**src/pkg/async_serial_params.svh**
```systemverilog
// Offsets, field positions, reset values and timing counts of the serial unit.
// Assumes it is included once by bare name from each of the two modules.
`ifndef ASYNC_SERIAL_PARAMS_SVH
`define ASYNC_SERIAL_PARAMS_SVH

// ----------------------------------------------------------------------
// Register offsets
// ----------------------------------------------------------------------
`define OFF_IRQ_ENABLES 3'h0
`define OFF_IRQ_FLAGS 3'h1
`define OFF_RX_CTRL 3'h2
`define OFF_BAUD_DIV 3'h3
`define OFF_TX_HOLD 3'h4
`define OFF_TX_CTRL 3'h5
`define OFF_RX_DATA 3'h6
`define OFF_IRQ_CTRL 3'h7

// ----------------------------------------------------------------------
// Field positions
// ----------------------------------------------------------------------
`define BIT_RX_IRQ 5
`define BIT_TX_IRQ 4
`define BIT_GLOBAL_IE 7
`define BIT_PERIPH_IE 6
`define BIT_CLK_SRC 7
`define BIT_TX_NINE 6
`define BIT_TX_EN 5
`define BIT_SYNC 4
`define BIT_HIGH_SPEED 2
`define BIT_SHIFT_EMPTY 1
`define BIT_TX_NINTH 0
`define BIT_PORT_EN 7
`define BIT_RX_NINE 6
`define BIT_RX_CONT 4
`define BIT_FRAME_ERR 2
`define BIT_OVERRUN 1
`define BIT_RX_NINTH 0

// ----------------------------------------------------------------------
// Reset values and timing counts
// ----------------------------------------------------------------------
`define RST_BYTE 8'h00
`define RST_TX_CTRL 8'h02
`define TICKS_PER_BIT 5'h10
`define TICKS_HALF_BIT 5'h08
`define LOW_SPEED_PRESCALE 2'h3

`endif

```
**src/pkg/async_serial_pkg.sv**
```systemverilog
// Types shared by the serial unit and its baud tick generator.
// Assumes the parameter header is on the include path.
package async_serial_pkg;

    // One received character with its framing error status.
    typedef struct packed {
        logic frame_err;
        logic [8:0] data;
    } rx_entry_t;

    // Transmit shifter states.
    typedef enum logic [0:0] {
        TX_IDLE,
        TX_SHIFT
    } tx_state_t;

    // Receive data recovery states.
    typedef enum logic [1:0] {
        RX_HUNT,
        RX_START,
        RX_DATA,
        RX_STOP
    } rx_state_t;

endpackage : async_serial_pkg

```
**src/hw/baud_tick_gen.sv**
```systemverilog
// Sixteen-times baud tick generator for the serial unit.
// Assumes a synchronously released active-low reset copy from the parent.
`timescale 1ns/1ps
`include "async_serial_params.svh"

module baud_tick_gen
    import async_serial_pkg::*;
#(
    parameter int DIV_W = 8
) (
    input wire logic i_clk,
    input wire logic i_rst_n,
    input wire logic i_enable,
    input wire logic i_high_speed,
    input wire logic [DIV_W-1:0] i_divisor,
    output logic o_tick
);

    logic [DIV_W-1:0] cnt_reg;
    logic [1:0] pre_reg;
    logic tick_reg;
    wire cnt_zero = (cnt_reg == '0);
    wire pre_done = i_high_speed || (pre_reg == `LOW_SPEED_PRESCALE);

    // Divide by divisor plus one, then by four more in low-speed mode.
    always_ff @(posedge i_clk or negedge i_rst_n) begin
        if (!i_rst_n) begin
            cnt_reg <= '0;
            pre_reg <= 2'h0;
            tick_reg <= 1'b0;
        end else if (!i_enable) begin
            cnt_reg <= '0;
            pre_reg <= 2'h0;
            tick_reg <= 1'b0;
        end else begin
            cnt_reg <= cnt_zero ? i_divisor : cnt_reg - 1'b1;
            if (cnt_zero) begin
                pre_reg <= pre_done ? 2'h0 : pre_reg + 2'h1;
            end
            tick_reg <= cnt_zero && pre_done;
        end
    end

    assign o_tick = tick_reg;

endmodule : baud_tick_gen

```
**src/hw/async_serial_tx_rx.sv**
```systemverilog
// Asynchronous transmitter and receiver of the addressable serial unit.
// Assumes a register master with one-cycle strobes and pins synchronous
// to i_clk; the ninth receive bit and queue are read before the data.
//
// Decided for this implementation: the placing of the registers and the address-and-strobe port.
`timescale 1ns/1ps
`include "async_serial_params.svh"

module async_serial_tx_rx
    import async_serial_pkg::*;
#(
    parameter int DIV_W = 8
) (
    input wire logic i_clk,
    input wire logic i_resetn,
    input wire logic [2:0] i_addr,
    input wire logic [7:0] i_wr_data,
    input wire logic i_wr,
    input wire logic i_rd,
    output logic [7:0] o_rd_data,
    input wire logic i_rx_pin,
    input wire logic i_gpio_rx_out,
    input wire logic i_gpio_rx_dir_n,
    input wire logic i_gpio_tx_out,
    input wire logic i_gpio_tx_dir_n,
    output logic o_rx_pin_out,
    output logic o_rx_pin_oe_n,
    output logic o_tx_pin_out,
    output logic o_tx_pin_oe_n,
    output logic o_tx_irq,
    output logic o_rx_irq
);

    // ------------------------------------------------------------------
    // Reset release
    // ------------------------------------------------------------------
    logic rst_meta_reg;
    logic rst_n;

    // Release the asynchronous reset through two flip-flops.
    always_ff @(posedge i_clk or negedge i_resetn) begin
        if (!i_resetn) begin
            rst_meta_reg <= 1'b0;
            rst_n <= 1'b0;
        end else begin
            rst_meta_reg <= 1'b1;
            rst_n <= rst_meta_reg;
        end
    end

    // ------------------------------------------------------------------
    // Register decode
    // ------------------------------------------------------------------
    logic [7:0] irq_en_reg;
    logic [7:0] irq_ctrl_reg;
    logic [7:0] tx_ctrl_reg;
    logic [7:0] rx_ctrl_reg;
    logic [7:0] baud_div_reg;
    logic tx_flag_reg;
    logic shift_empty_reg;
    logic overrun_reg;

    wire wr_irq_en = i_wr && (i_addr == `OFF_IRQ_ENABLES);
    wire wr_irq_ctrl = i_wr && (i_addr == `OFF_IRQ_CTRL);
    wire wr_tx_ctrl = i_wr && (i_addr == `OFF_TX_CTRL);
    wire wr_rx_ctrl = i_wr && (i_addr == `OFF_RX_CTRL);
    wire wr_baud = i_wr && (i_addr == `OFF_BAUD_DIV);
    wire wr_hold = i_wr && (i_addr == `OFF_TX_HOLD);
    wire rd_data = i_rd && (i_addr == `OFF_RX_DATA);

    wire port_en = rx_ctrl_reg[`BIT_PORT_EN];
    wire sync_mode = tx_ctrl_reg[`BIT_SYNC];
    wire tx_en = tx_ctrl_reg[`BIT_TX_EN] && port_en && !sync_mode;
    wire rx_en = rx_ctrl_reg[`BIT_RX_CONT] && !sync_mode && port_en;

    // Writable control registers; status bits are masked out on writes.
    always_ff @(posedge i_clk or negedge rst_n) begin
        if (!rst_n) begin
            irq_en_reg <= `RST_BYTE;
            irq_ctrl_reg <= `RST_BYTE;
            tx_ctrl_reg <= `RST_BYTE;
            rx_ctrl_reg <= `RST_BYTE;
            baud_div_reg <= `RST_BYTE;
        end else begin
            if (wr_irq_en) irq_en_reg <= i_wr_data;
            if (wr_irq_ctrl) irq_ctrl_reg <= i_wr_data;
            if (wr_tx_ctrl) tx_ctrl_reg <= i_wr_data & 8'hf5;
            if (wr_rx_ctrl) rx_ctrl_reg <= i_wr_data & 8'hd0;
            if (wr_baud) baud_div_reg <= i_wr_data;
        end
    end

    // ------------------------------------------------------------------
    // Baud tick
    // ------------------------------------------------------------------
    logic tick;

    // One shared sixteen-times tick paces both directions.
    baud_tick_gen #(
        .DIV_W(DIV_W)
    ) u_baud (
        .i_clk(i_clk),
        .i_rst_n(rst_n),
        .i_enable(port_en),
        .i_high_speed(tx_ctrl_reg[`BIT_HIGH_SPEED]),
        .i_divisor(baud_div_reg[DIV_W-1:0]),
        .o_tick(tick)
    );

    // ------------------------------------------------------------------
    // Transmitter
    // ------------------------------------------------------------------
    tx_state_t tx_state_reg;
    logic [10:0] tx_shift_reg;
    logic [3:0] tx_bits_reg;
    logic [4:0] tx_ticks_reg;
    logic [8:0] hold_data_reg;
    logic hold_full_reg;
    logic tx_line_reg;

    wire tx_nine = tx_ctrl_reg[`BIT_TX_NINE];
    wire [8:0] wr_char = {tx_ctrl_reg[`BIT_TX_NINTH], i_wr_data};
    wire bit_done = tick && (tx_ticks_reg == `TICKS_PER_BIT - 5'h1);
    wire frame_done = bit_done && (tx_bits_reg == 4'h1);
    wire shifter_free = (tx_state_reg == TX_IDLE) || frame_done;
    wire load_now = tx_en && wr_hold && shifter_free && !hold_full_reg;
    wire load_held = tx_en && hold_full_reg && shifter_free;
    wire [8:0] load_char = load_held ? hold_data_reg : wr_char;
    wire load_go = load_now || load_held;
    // Stop, optional ninth bit, data, start; shifted out from bit zero.
    wire [10:0] load_frame = tx_nine ? {1'b1, load_char, 1'b0}
                                     : {2'b11, load_char[7:0], 1'b0};
    wire [3:0] load_bits = tx_nine ? 4'hb : 4'ha;

    // Holding register: a write lands here while the shifter is busy and this register is empty, or as the held character moves into it.
    always_ff @(posedge i_clk or negedge rst_n) begin
        if (!rst_n) begin
            hold_data_reg <= 9'h000;
            hold_full_reg <= 1'b0;
        end else if (!tx_en) begin
            hold_full_reg <= 1'b0;
        end else if (wr_hold && !load_now && !(hold_full_reg && !load_held)) begin
            hold_data_reg <= wr_char;
            hold_full_reg <= 1'b1;
        end else if (load_held) begin
            hold_full_reg <= 1'b0;
        end
    end

    // Shifter state, bit and tick counters.
    always_ff @(posedge i_clk or negedge rst_n) begin
        if (!rst_n) begin
            tx_state_reg <= TX_IDLE;
            tx_shift_reg <= 11'h7ff;
            tx_bits_reg <= 4'h0;
            tx_ticks_reg <= 5'h00;
        end else if (!tx_en) begin
            tx_state_reg <= TX_IDLE;
            tx_shift_reg <= 11'h7ff;
        end else if (load_go) begin
            tx_state_reg <= TX_SHIFT;
            tx_shift_reg <= load_frame;
            tx_bits_reg <= load_bits;
            tx_ticks_reg <= 5'h00;
        end else begin
            case (tx_state_reg)
                TX_IDLE: begin
                    tx_ticks_reg <= 5'h00;
                end
                TX_SHIFT: begin
                    if (frame_done) begin
                        tx_state_reg <= TX_IDLE;
                    end else if (bit_done) begin
                        tx_shift_reg <= {1'b1, tx_shift_reg[10:1]};
                        tx_bits_reg <= tx_bits_reg - 4'h1;
                        tx_ticks_reg <= 5'h00;
                    end else if (tick) begin
                        tx_ticks_reg <= tx_ticks_reg + 5'h01;
                    end
                end
                default: begin
                    tx_state_reg <= TX_IDLE;
                end
            endcase
        end
    end

    // Line level, shift-empty status and the buffer-empty flag.
    always_ff @(posedge i_clk or negedge rst_n) begin
        if (!rst_n) begin
            tx_line_reg <= 1'b1;
            shift_empty_reg <= 1'b1;
            tx_flag_reg <= 1'b0;
        end else begin
            tx_line_reg <= (tx_state_reg == TX_SHIFT) ? tx_shift_reg[0]
                                                      : 1'b1;
            shift_empty_reg <= (tx_state_reg == TX_IDLE);
            tx_flag_reg <= tx_en && !hold_full_reg;
        end
    end

    // ------------------------------------------------------------------
    // Receiver
    // ------------------------------------------------------------------
    rx_state_t rx_state_reg;
    logic [2:0] rx_win_reg;
    logic rx_prev_reg;
    logic [4:0] rx_ticks_reg;
    logic [3:0] rx_bits_reg;
    logic [8:0] rx_shift_reg;
    rx_entry_t fifo_reg [2];
    logic fifo_head_reg;
    logic [1:0] fifo_count_reg;

    wire rx_line = port_en ? i_rx_pin : 1'b1;
    wire rx_nine = rx_ctrl_reg[`BIT_RX_NINE];
    // Two of three recent tick samples decide the bit.
    wire rx_vote = (rx_win_reg[0] & rx_win_reg[1]) |
                   (rx_win_reg[1] & rx_win_reg[2]) |
                   (rx_win_reg[0] & rx_win_reg[2]);
    wire rx_fall = tick && rx_prev_reg && !rx_line;
    wire at_half = tick && (rx_ticks_reg == `TICKS_HALF_BIT - 5'h1);
    wire at_full = tick && (rx_ticks_reg == `TICKS_PER_BIT - 5'h1);
    wire [8:0] rx_char = rx_nine ? rx_shift_reg : {1'b0, rx_shift_reg[8:1]};
    wire rx_done = (rx_state_reg == RX_STOP) && at_full;
    wire fifo_full = (fifo_count_reg == 2'h2);
    wire pop = rd_data && (fifo_count_reg != 2'h0);
    wire push = rx_done && rx_en && !fifo_full && !overrun_reg;
    wire over_hit = rx_done && rx_en && fifo_full;
    wire fifo_tail = fifo_head_reg ^ fifo_count_reg[0];
    rx_entry_t top;
    rx_entry_t new_entry;

    assign top = fifo_reg[fifo_head_reg];
    assign new_entry = '{frame_err: !rx_vote, data: rx_char};

    // Data recovery: tick window, edge hunt, centre sampling.
    always_ff @(posedge i_clk or negedge rst_n) begin
        if (!rst_n) begin
            rx_state_reg <= RX_HUNT;
            rx_win_reg <= 3'h7;
            rx_prev_reg <= 1'b1;
            rx_ticks_reg <= 5'h00;
            rx_bits_reg <= 4'h0;
            rx_shift_reg <= 9'h000;
        end else if (!rx_en) begin
            rx_state_reg <= RX_HUNT;
            rx_prev_reg <= 1'b1;
        end else begin
            if (tick) begin
                rx_win_reg <= {rx_win_reg[1:0], rx_line};
                rx_prev_reg <= rx_line;
                rx_ticks_reg <= rx_ticks_reg + 5'h01;
            end
            case (rx_state_reg)
                RX_HUNT: begin
                    if (rx_fall && !overrun_reg) begin
                        rx_state_reg <= RX_START;
                        rx_ticks_reg <= 5'h00;
                    end
                end
                RX_START: begin
                    if (at_half) begin
                        rx_ticks_reg <= 5'h00;
                        rx_bits_reg <= rx_nine ? 4'h9 : 4'h8;
                        rx_state_reg <= rx_vote ? RX_HUNT : RX_DATA;
                    end
                end
                RX_DATA: begin
                    if (at_full) begin
                        rx_ticks_reg <= 5'h00;
                        rx_shift_reg <= {rx_vote, rx_shift_reg[8:1]};
                        rx_bits_reg <= rx_bits_reg - 4'h1;
                        if (rx_bits_reg == 4'h1) rx_state_reg <= RX_STOP;
                    end
                end
                RX_STOP: begin
                    if (at_full) rx_state_reg <= RX_HUNT;
                end
                default: begin
                    rx_state_reg <= RX_HUNT;
                end
            endcase
        end
    end

    // Two-entry queue of stored characters, one cell per entry.
    generate
        for (genvar i = 0; i < 2; i++) begin : g_fifo
            always_ff @(posedge i_clk or negedge rst_n) begin
                if (!rst_n) begin
                    fifo_reg[i] <= '0;
                end else if (push && (fifo_tail == 1'(i))) begin
                    fifo_reg[i] <= new_entry;
                end
            end
        end
    endgenerate

    // Queue pointers and overrun status; a clear of port or receiver wins.
    always_ff @(posedge i_clk or negedge rst_n) begin
        if (!rst_n) begin
            fifo_head_reg <= 1'b0;
            fifo_count_reg <= 2'h0;
            overrun_reg <= 1'b0;
        end else if (!port_en) begin
            fifo_head_reg <= 1'b0;
            fifo_count_reg <= 2'h0;
            overrun_reg <= 1'b0;
        end else begin
            if (pop) fifo_head_reg <= !fifo_head_reg;
            fifo_count_reg <= fifo_count_reg + {1'b0, push}
                              - {1'b0, pop};
            if (!rx_ctrl_reg[`BIT_RX_CONT]) begin
                overrun_reg <= 1'b0;
            end else if (over_hit) begin
                overrun_reg <= 1'b1;
            end
        end
    end

    // ------------------------------------------------------------------
    // Read-back, flags and interrupt requests
    // ------------------------------------------------------------------
    wire rx_flag = rx_en && (fifo_count_reg != 2'h0);
    wire irq_gate = irq_ctrl_reg[`BIT_GLOBAL_IE] && irq_ctrl_reg[`BIT_PERIPH_IE];
    wire [7:0] flags_view = {2'b00, rx_flag, tx_flag_reg, 4'h0};
    wire [7:0] tx_ctrl_view = (tx_ctrl_reg & 8'hf5) |
                              {6'h00, shift_empty_reg, 1'b0};
    wire [7:0] rx_ctrl_view = (rx_ctrl_reg & 8'hd0) |
                              {5'h00, top.frame_err && rx_flag,
                               overrun_reg, top.data[8] && rx_flag};
    wire [7:0] rd_mux =
        (i_addr == `OFF_IRQ_ENABLES) ? irq_en_reg :
        (i_addr == `OFF_IRQ_FLAGS) ? flags_view :
        (i_addr == `OFF_RX_CTRL) ? rx_ctrl_view :
        (i_addr == `OFF_BAUD_DIV) ? baud_div_reg :
        (i_addr == `OFF_TX_CTRL) ? tx_ctrl_view :
        (i_addr == `OFF_RX_DATA) ? (rx_flag ? top.data[7:0] : 8'h00) :
        (i_addr == `OFF_IRQ_CTRL) ? irq_ctrl_reg : 8'h00;

    logic [7:0] rd_data_reg;
    logic tx_irq_reg;
    logic rx_irq_reg;

    // Read data in the cycle after the strobe; interrupt requests.
    always_ff @(posedge i_clk or negedge rst_n) begin
        if (!rst_n) begin
            rd_data_reg <= 8'h00;
            tx_irq_reg <= 1'b0;
            rx_irq_reg <= 1'b0;
        end else begin
            rd_data_reg <= i_rd ? rd_mux : 8'h00;
            tx_irq_reg <= irq_gate && irq_en_reg[`BIT_TX_IRQ]
                          && tx_flag_reg;
            rx_irq_reg <= irq_gate && irq_en_reg[`BIT_RX_IRQ]
                          && rx_flag;
        end
    end

    // ------------------------------------------------------------------
    // Pin control
    // ------------------------------------------------------------------
    logic tx_pin_reg;
    logic tx_oe_n_reg;
    logic rx_pin_reg;
    logic rx_oe_n_reg;

    // Port enable takes the pins away from the general-purpose port.
    always_ff @(posedge i_clk or negedge rst_n) begin
        if (!rst_n) begin
            tx_pin_reg <= 1'b1;
            tx_oe_n_reg <= 1'b1;
            rx_pin_reg <= 1'b1;
            rx_oe_n_reg <= 1'b1;
        end else begin
            tx_pin_reg <= port_en ? tx_line_reg : i_gpio_tx_out;
            tx_oe_n_reg <= port_en ? 1'b0 : i_gpio_tx_dir_n;
            rx_pin_reg <= i_gpio_rx_out;
            rx_oe_n_reg <= port_en ? 1'b1 : i_gpio_rx_dir_n;
        end
    end

    assign o_rd_data = rd_data_reg;
    assign o_tx_pin_out = tx_pin_reg;
    assign o_tx_pin_oe_n = tx_oe_n_reg;
    assign o_rx_pin_out = rx_pin_reg;
    assign o_rx_pin_oe_n = rx_oe_n_reg;
    assign o_tx_irq = tx_irq_reg;
    assign o_rx_irq = rx_irq_reg;

endmodule : async_serial_tx_rx

```
**config.mk**
```make
export PLATFORM = sky130hd
export DESIGN_NAME = async_serial_tx_rx
export DESIGN_NICKNAME = d
export VERILOG_FILES = /design/src/pkg/async_serial_pkg.sv /design/src/hw/baud_tick_gen.sv /design/src/hw/async_serial_tx_rx.sv
export VERILOG_INCLUDE_DIRS = /design/src /design/src/pkg
export SDC_FILE = /design/constraint.sdc
export NUM_CORES = 1
export LEC_CHECK = 0
export BUFFER_PORTS_ARGS = -buffer_cell sky130_fd_sc_hd__buf_2
export CAP_MARGIN = 10
export CELL_PAD_IN_SITES_DETAIL_PLACEMENT = 1
export CELL_PAD_IN_SITES_GLOBAL_PLACEMENT = 1
export CORE_UTILIZATION = 30
export DETAILED_ROUTE_END_ITERATION = 10
export PLACE_DENSITY_LB_ADDON = 0.3
export SLEW_MARGIN = 20
export SYNTH_ARGS = -nofsm -noshare
export SYNTH_HDL_FRONTEND = slang
export SYNTH_HIERARCHICAL = 1
export SYNTH_SLANG_ARGS = --single-unit
```
**constraint.sdc**
```tcl
create_clock -name i_clk -period 9.5 [get_ports i_clk]
set_clock_uncertainty 0.1 [all_clocks]
set_input_delay 0.475 -clock i_clk [delete_from_list [all_inputs] [get_ports i_clk]]
set_output_delay 0.475 -clock i_clk [all_outputs]
set_load 0.01 [all_outputs]
```
==> out/qor.csv <==
metric,value,unit
measured slew at the worst slew-check pin,0.979,ns
Final Hold Vio Count,0,
Crit Path Class,register to register,
clock sink count,141,
Vias/cell,5.17,
Final min period,2.89,ns
DIE AREA,23400,um^2
hold path startpoint,i_gpio_rx_out,
power density cells,214,nW/um^2
Synth Area in Compound Gates,12.8,%
Synth Area in Simple Gates,14.8,%
Final Max Tran Viols,0,
Logic pwr share,14.3,%
Worst Path Max Fanout,26,
area share of fa/ha/maj cells after synthesis,2.34,%
clock-pin slew on the worst setup and hold paths,0.06,ns
Syn Inst Count,628,
Port Buf Inserts,33,
crit path capture type,register,
xor and xnor area share after synthesis,1.41,%
CTS H-tree lvls,4,
Pint,0.00120,W
YS warnings,6,
Setup crit start kind,register,
via count,4880,
final WL,17.4,mm
r2r setup slk,6.61,ns
Setup Viol. Count Final,0,
worst relative slew slack,34.7,%
Netlist Area Pre-Place,6850,um^2
Clock Power Share,40.7,%
clock root buffer,clkbuf_16,
sw frac,28.5,%
crit path DAT,3.09,ns
antenna cell count,0,
proportion of layout cells with a drive suffix above 1,25.0,%
"FFs w/ async S/R, synth",100,%
Sw Pwr,0.000480,W
Place WS,6.27,ns
later-pin clock latency in the skew report,0.42,ns
first-pass GRT wire length,28.2,mm
"Seq/Total Area, Yosys",51.9,%
CTS tree,done,
P&R area growth vs syn,14.6,%
Max Freq,0.346,GHz
DRT antenna net count,0,
drt first pass iters,4,
RR Startpoint,rx_ctrl_reg[7],
nets,683,
status,finished clean,
Final GP Congestion,0.794,
post-layout util,35.5,%
"Setup Fix Bufs, Post-CTS",0,
Lkg Pwr,3.34,nW
final setup margin,6.61,ns
pin count of the biggest net entering global routing,72,
crit share post-route,30.4,%
Core Area,22100,um^2
DRC viols,0,
Syn Nets,660,
unrepaired setup endpoints after global routing,false,
# rows,54,
Unique masters post-synth,74,
IO Pins,34,
worst reg2reg path endpoint,fifo_count_reg[1],
Die W,153,um
sequential power share,45.0,%
Mean Syn Cell Area,10.9,um^2
Die Span Y,153,um
WP data required,9.70,ns
Power Total,0.00168,W
number of global-route vias before repair,5193,
main combinational cell family by area after synthesis,simple AND/OR/NAND/NOR gates,
DP HPWL,12.1,mm
initial core utilization,31.0,%
Setup TNS Final,0,ns
antenna violations before repair,0,
TritonCTS buffer count,17,
Cells on Worst Hold Path,1,
#FFs+latches synth,141,
gr usage total,15.6,%
mux share of post-synthesis cell area,13.4,%
DRT iter0 DRCs,301,
max capacitance violation total,0,
Hold Path Sink,o_rx_pin_out,
Hold Crit Class,primary input to register,
Synth Flop Type,dfrtp_1,
grt total ovfl,0,
number of flip-flops in the largest register,20,
maximum vdd ir drop,0.119,mV
maximum buffer depth of the clock tree,2,
Post-synth EDFFs,0,
worst reg-to-reg path cell count,9,
WL per Instance,18.4,um
[through the flow]
step / hold WS (ns) / instances / area [um^2]
finish: 0.0512 / 944 / 7850
global route: 0.0356 / 944 / 7850
CTS: 0.0363 / 944 / 7850
detailed placement: 0.163 / 911 / 7230
global placement: 0.164 / 911 / 7230
floorplan: 0.0794 / 628 / 6850
[power groups by stage]
stage	Combinational (W)	Sequential [W]	Clock (W)
finish	0.000241	0.000757	0.000685
global route	0.000272	0.000767	0.000727
CTS	0.000246	0.000758	0.000704
detailed placement	0.000244	0.000767	0
global placement	0.000235	0.000764	0
floorplan	0.000191	0.000735	0
[cell type report]
type / count / area [um^2]
clock inverters: 12 / 159
inverters: 21 / 78.8
repair buffers: 35 / 183
well taps: 280 / 350
clock buffers: 20 / 447
flip-flops and latches: 141 / 3560
multi-input cells: 435 / 3070
fillers: 2446 / 14200
[cell usage in the layout (no fill, tap or decap), types with 3 or more instances in the layout]
cell type / synthesis / layout
dfrtp_1: 121 / 120
nand3_1: 14 / 14
or2_2: 3 / 3
mux2i_1: 29 / 29
inv_6: 0 / 3
or3_1: 3 / 3
xor2_1: 6 / 6
mux2_2: 56 / 56
nor2_1: 45 / 45
nor3_1: 10 / 10
o211a_1: 3 / 3
nand3b_1: 5 / 5
nor2b_1: 4 / 3
nand4_1: 7 / 7
nand4b_1: 3 / 3
buf_2: 6 / 33
bufinv_16: 0 / 3
o221a_2: 9 / 9
nor3b_1: 3 / 3
dfstp_2: 20 / 20
o21ai_0: 38 / 38
and2_1: 3 / 3
ha_1: 12 / 12
clkbuf_16: 0 / 17
nand2b_1: 6 / 6
o22ai_1: 6 / 6
a21oi_1: 39 / 39
xnor2_1: 5 / 5
inv_1: 21 / 21
nand2_1: 66 / 66
o41ai_1: 5 / 5
[cell usage after synthesis (all sizes together), types with 3 or more instances]
cell type,count,area share [%]
inv,21,1.2
nand2,67,3.7
nor3b,5,0.79
a21boi,3,0.33
xnor2,5,0.64
o211a,3,0.44
mux2i,29,4.2
o22ai,6,0.55
dfrtp,121,44
clkbuf,19,1.1
mux2,56,9.2
buf,12,1.1
o21ai,39,2.9
o221a,9,1.5
nor4,4,0.80
ha,12,2.2
nor2b,4,0.37
xor2,6,0.77
nand3b,5,0.55
a21oi,39,2.8
dfstp,20,7.7
nand4,8,0.95
or2,3,0.27
nor2,45,2.5
nand2b,6,0.55
and2,3,0.27
nor3,11,0.88
o41ai,5,0.64
nand4b,3,0.38
nand3,14,1.0
or3,3,0.27
[critical path: stages, from the launching register on]
cell and delay, ns:
dfrtp_1 0.83, nand3b_1 0.41, nor3_1 0.42, nand2_1 0.10, ha_1 0.28, inv_1 0.04, ha_1 0.18, xnor2_1 0.13
xnor2_1 0.12, and2_1 0.15
[layer usage]
metal	share of wire [%]	global-route usage, %
met3	2.5	3.23
met5	0	0
met2	48	25.0
met1	47	20.9
met4	1.5	5.58
[kinds of logic (layout without fill, tap and decap cells)]
kind of cell               after synthesis  count (layout)
xor gates and xnor gates                11              11
muxes                                   85              85
buffers and inverters                   52              88
other                                    1               1
AOI/OAI and AO/OA                      132             132
adders and majority gates               13              13
and+or+nand+nor                        193             193
DFF                                    141             141
[worst max-delay path by stage]
stage / endpoint / slack [ns] / start / cells after the start
after floorplan: baud_div_reg[0] / 5.22 / rst_n / 0
after global placement: fifo_reg[18] / 6.53 / rx_ctrl_reg[7] / 4
after detailed placement: fifo_reg[18] / 6.27 / rx_ctrl_reg[7] / 4
after CTS: fifo_reg[18] / 6.25 / rx_ctrl_reg[7] / 4
after global routing: fifo_reg[11] / 6.32 / rx_ctrl_reg[7] / 5
final: fifo_count_reg[1] / 6.61 / rx_ctrl_reg[7] / 9
[repair_timing]
item	4_1_cts	5_1_grt
resized for setup	0	0
hold endpoints to repair	2	0
hold buffers	1	0
No activity file was read; power rests on OpenSTA's default activity.
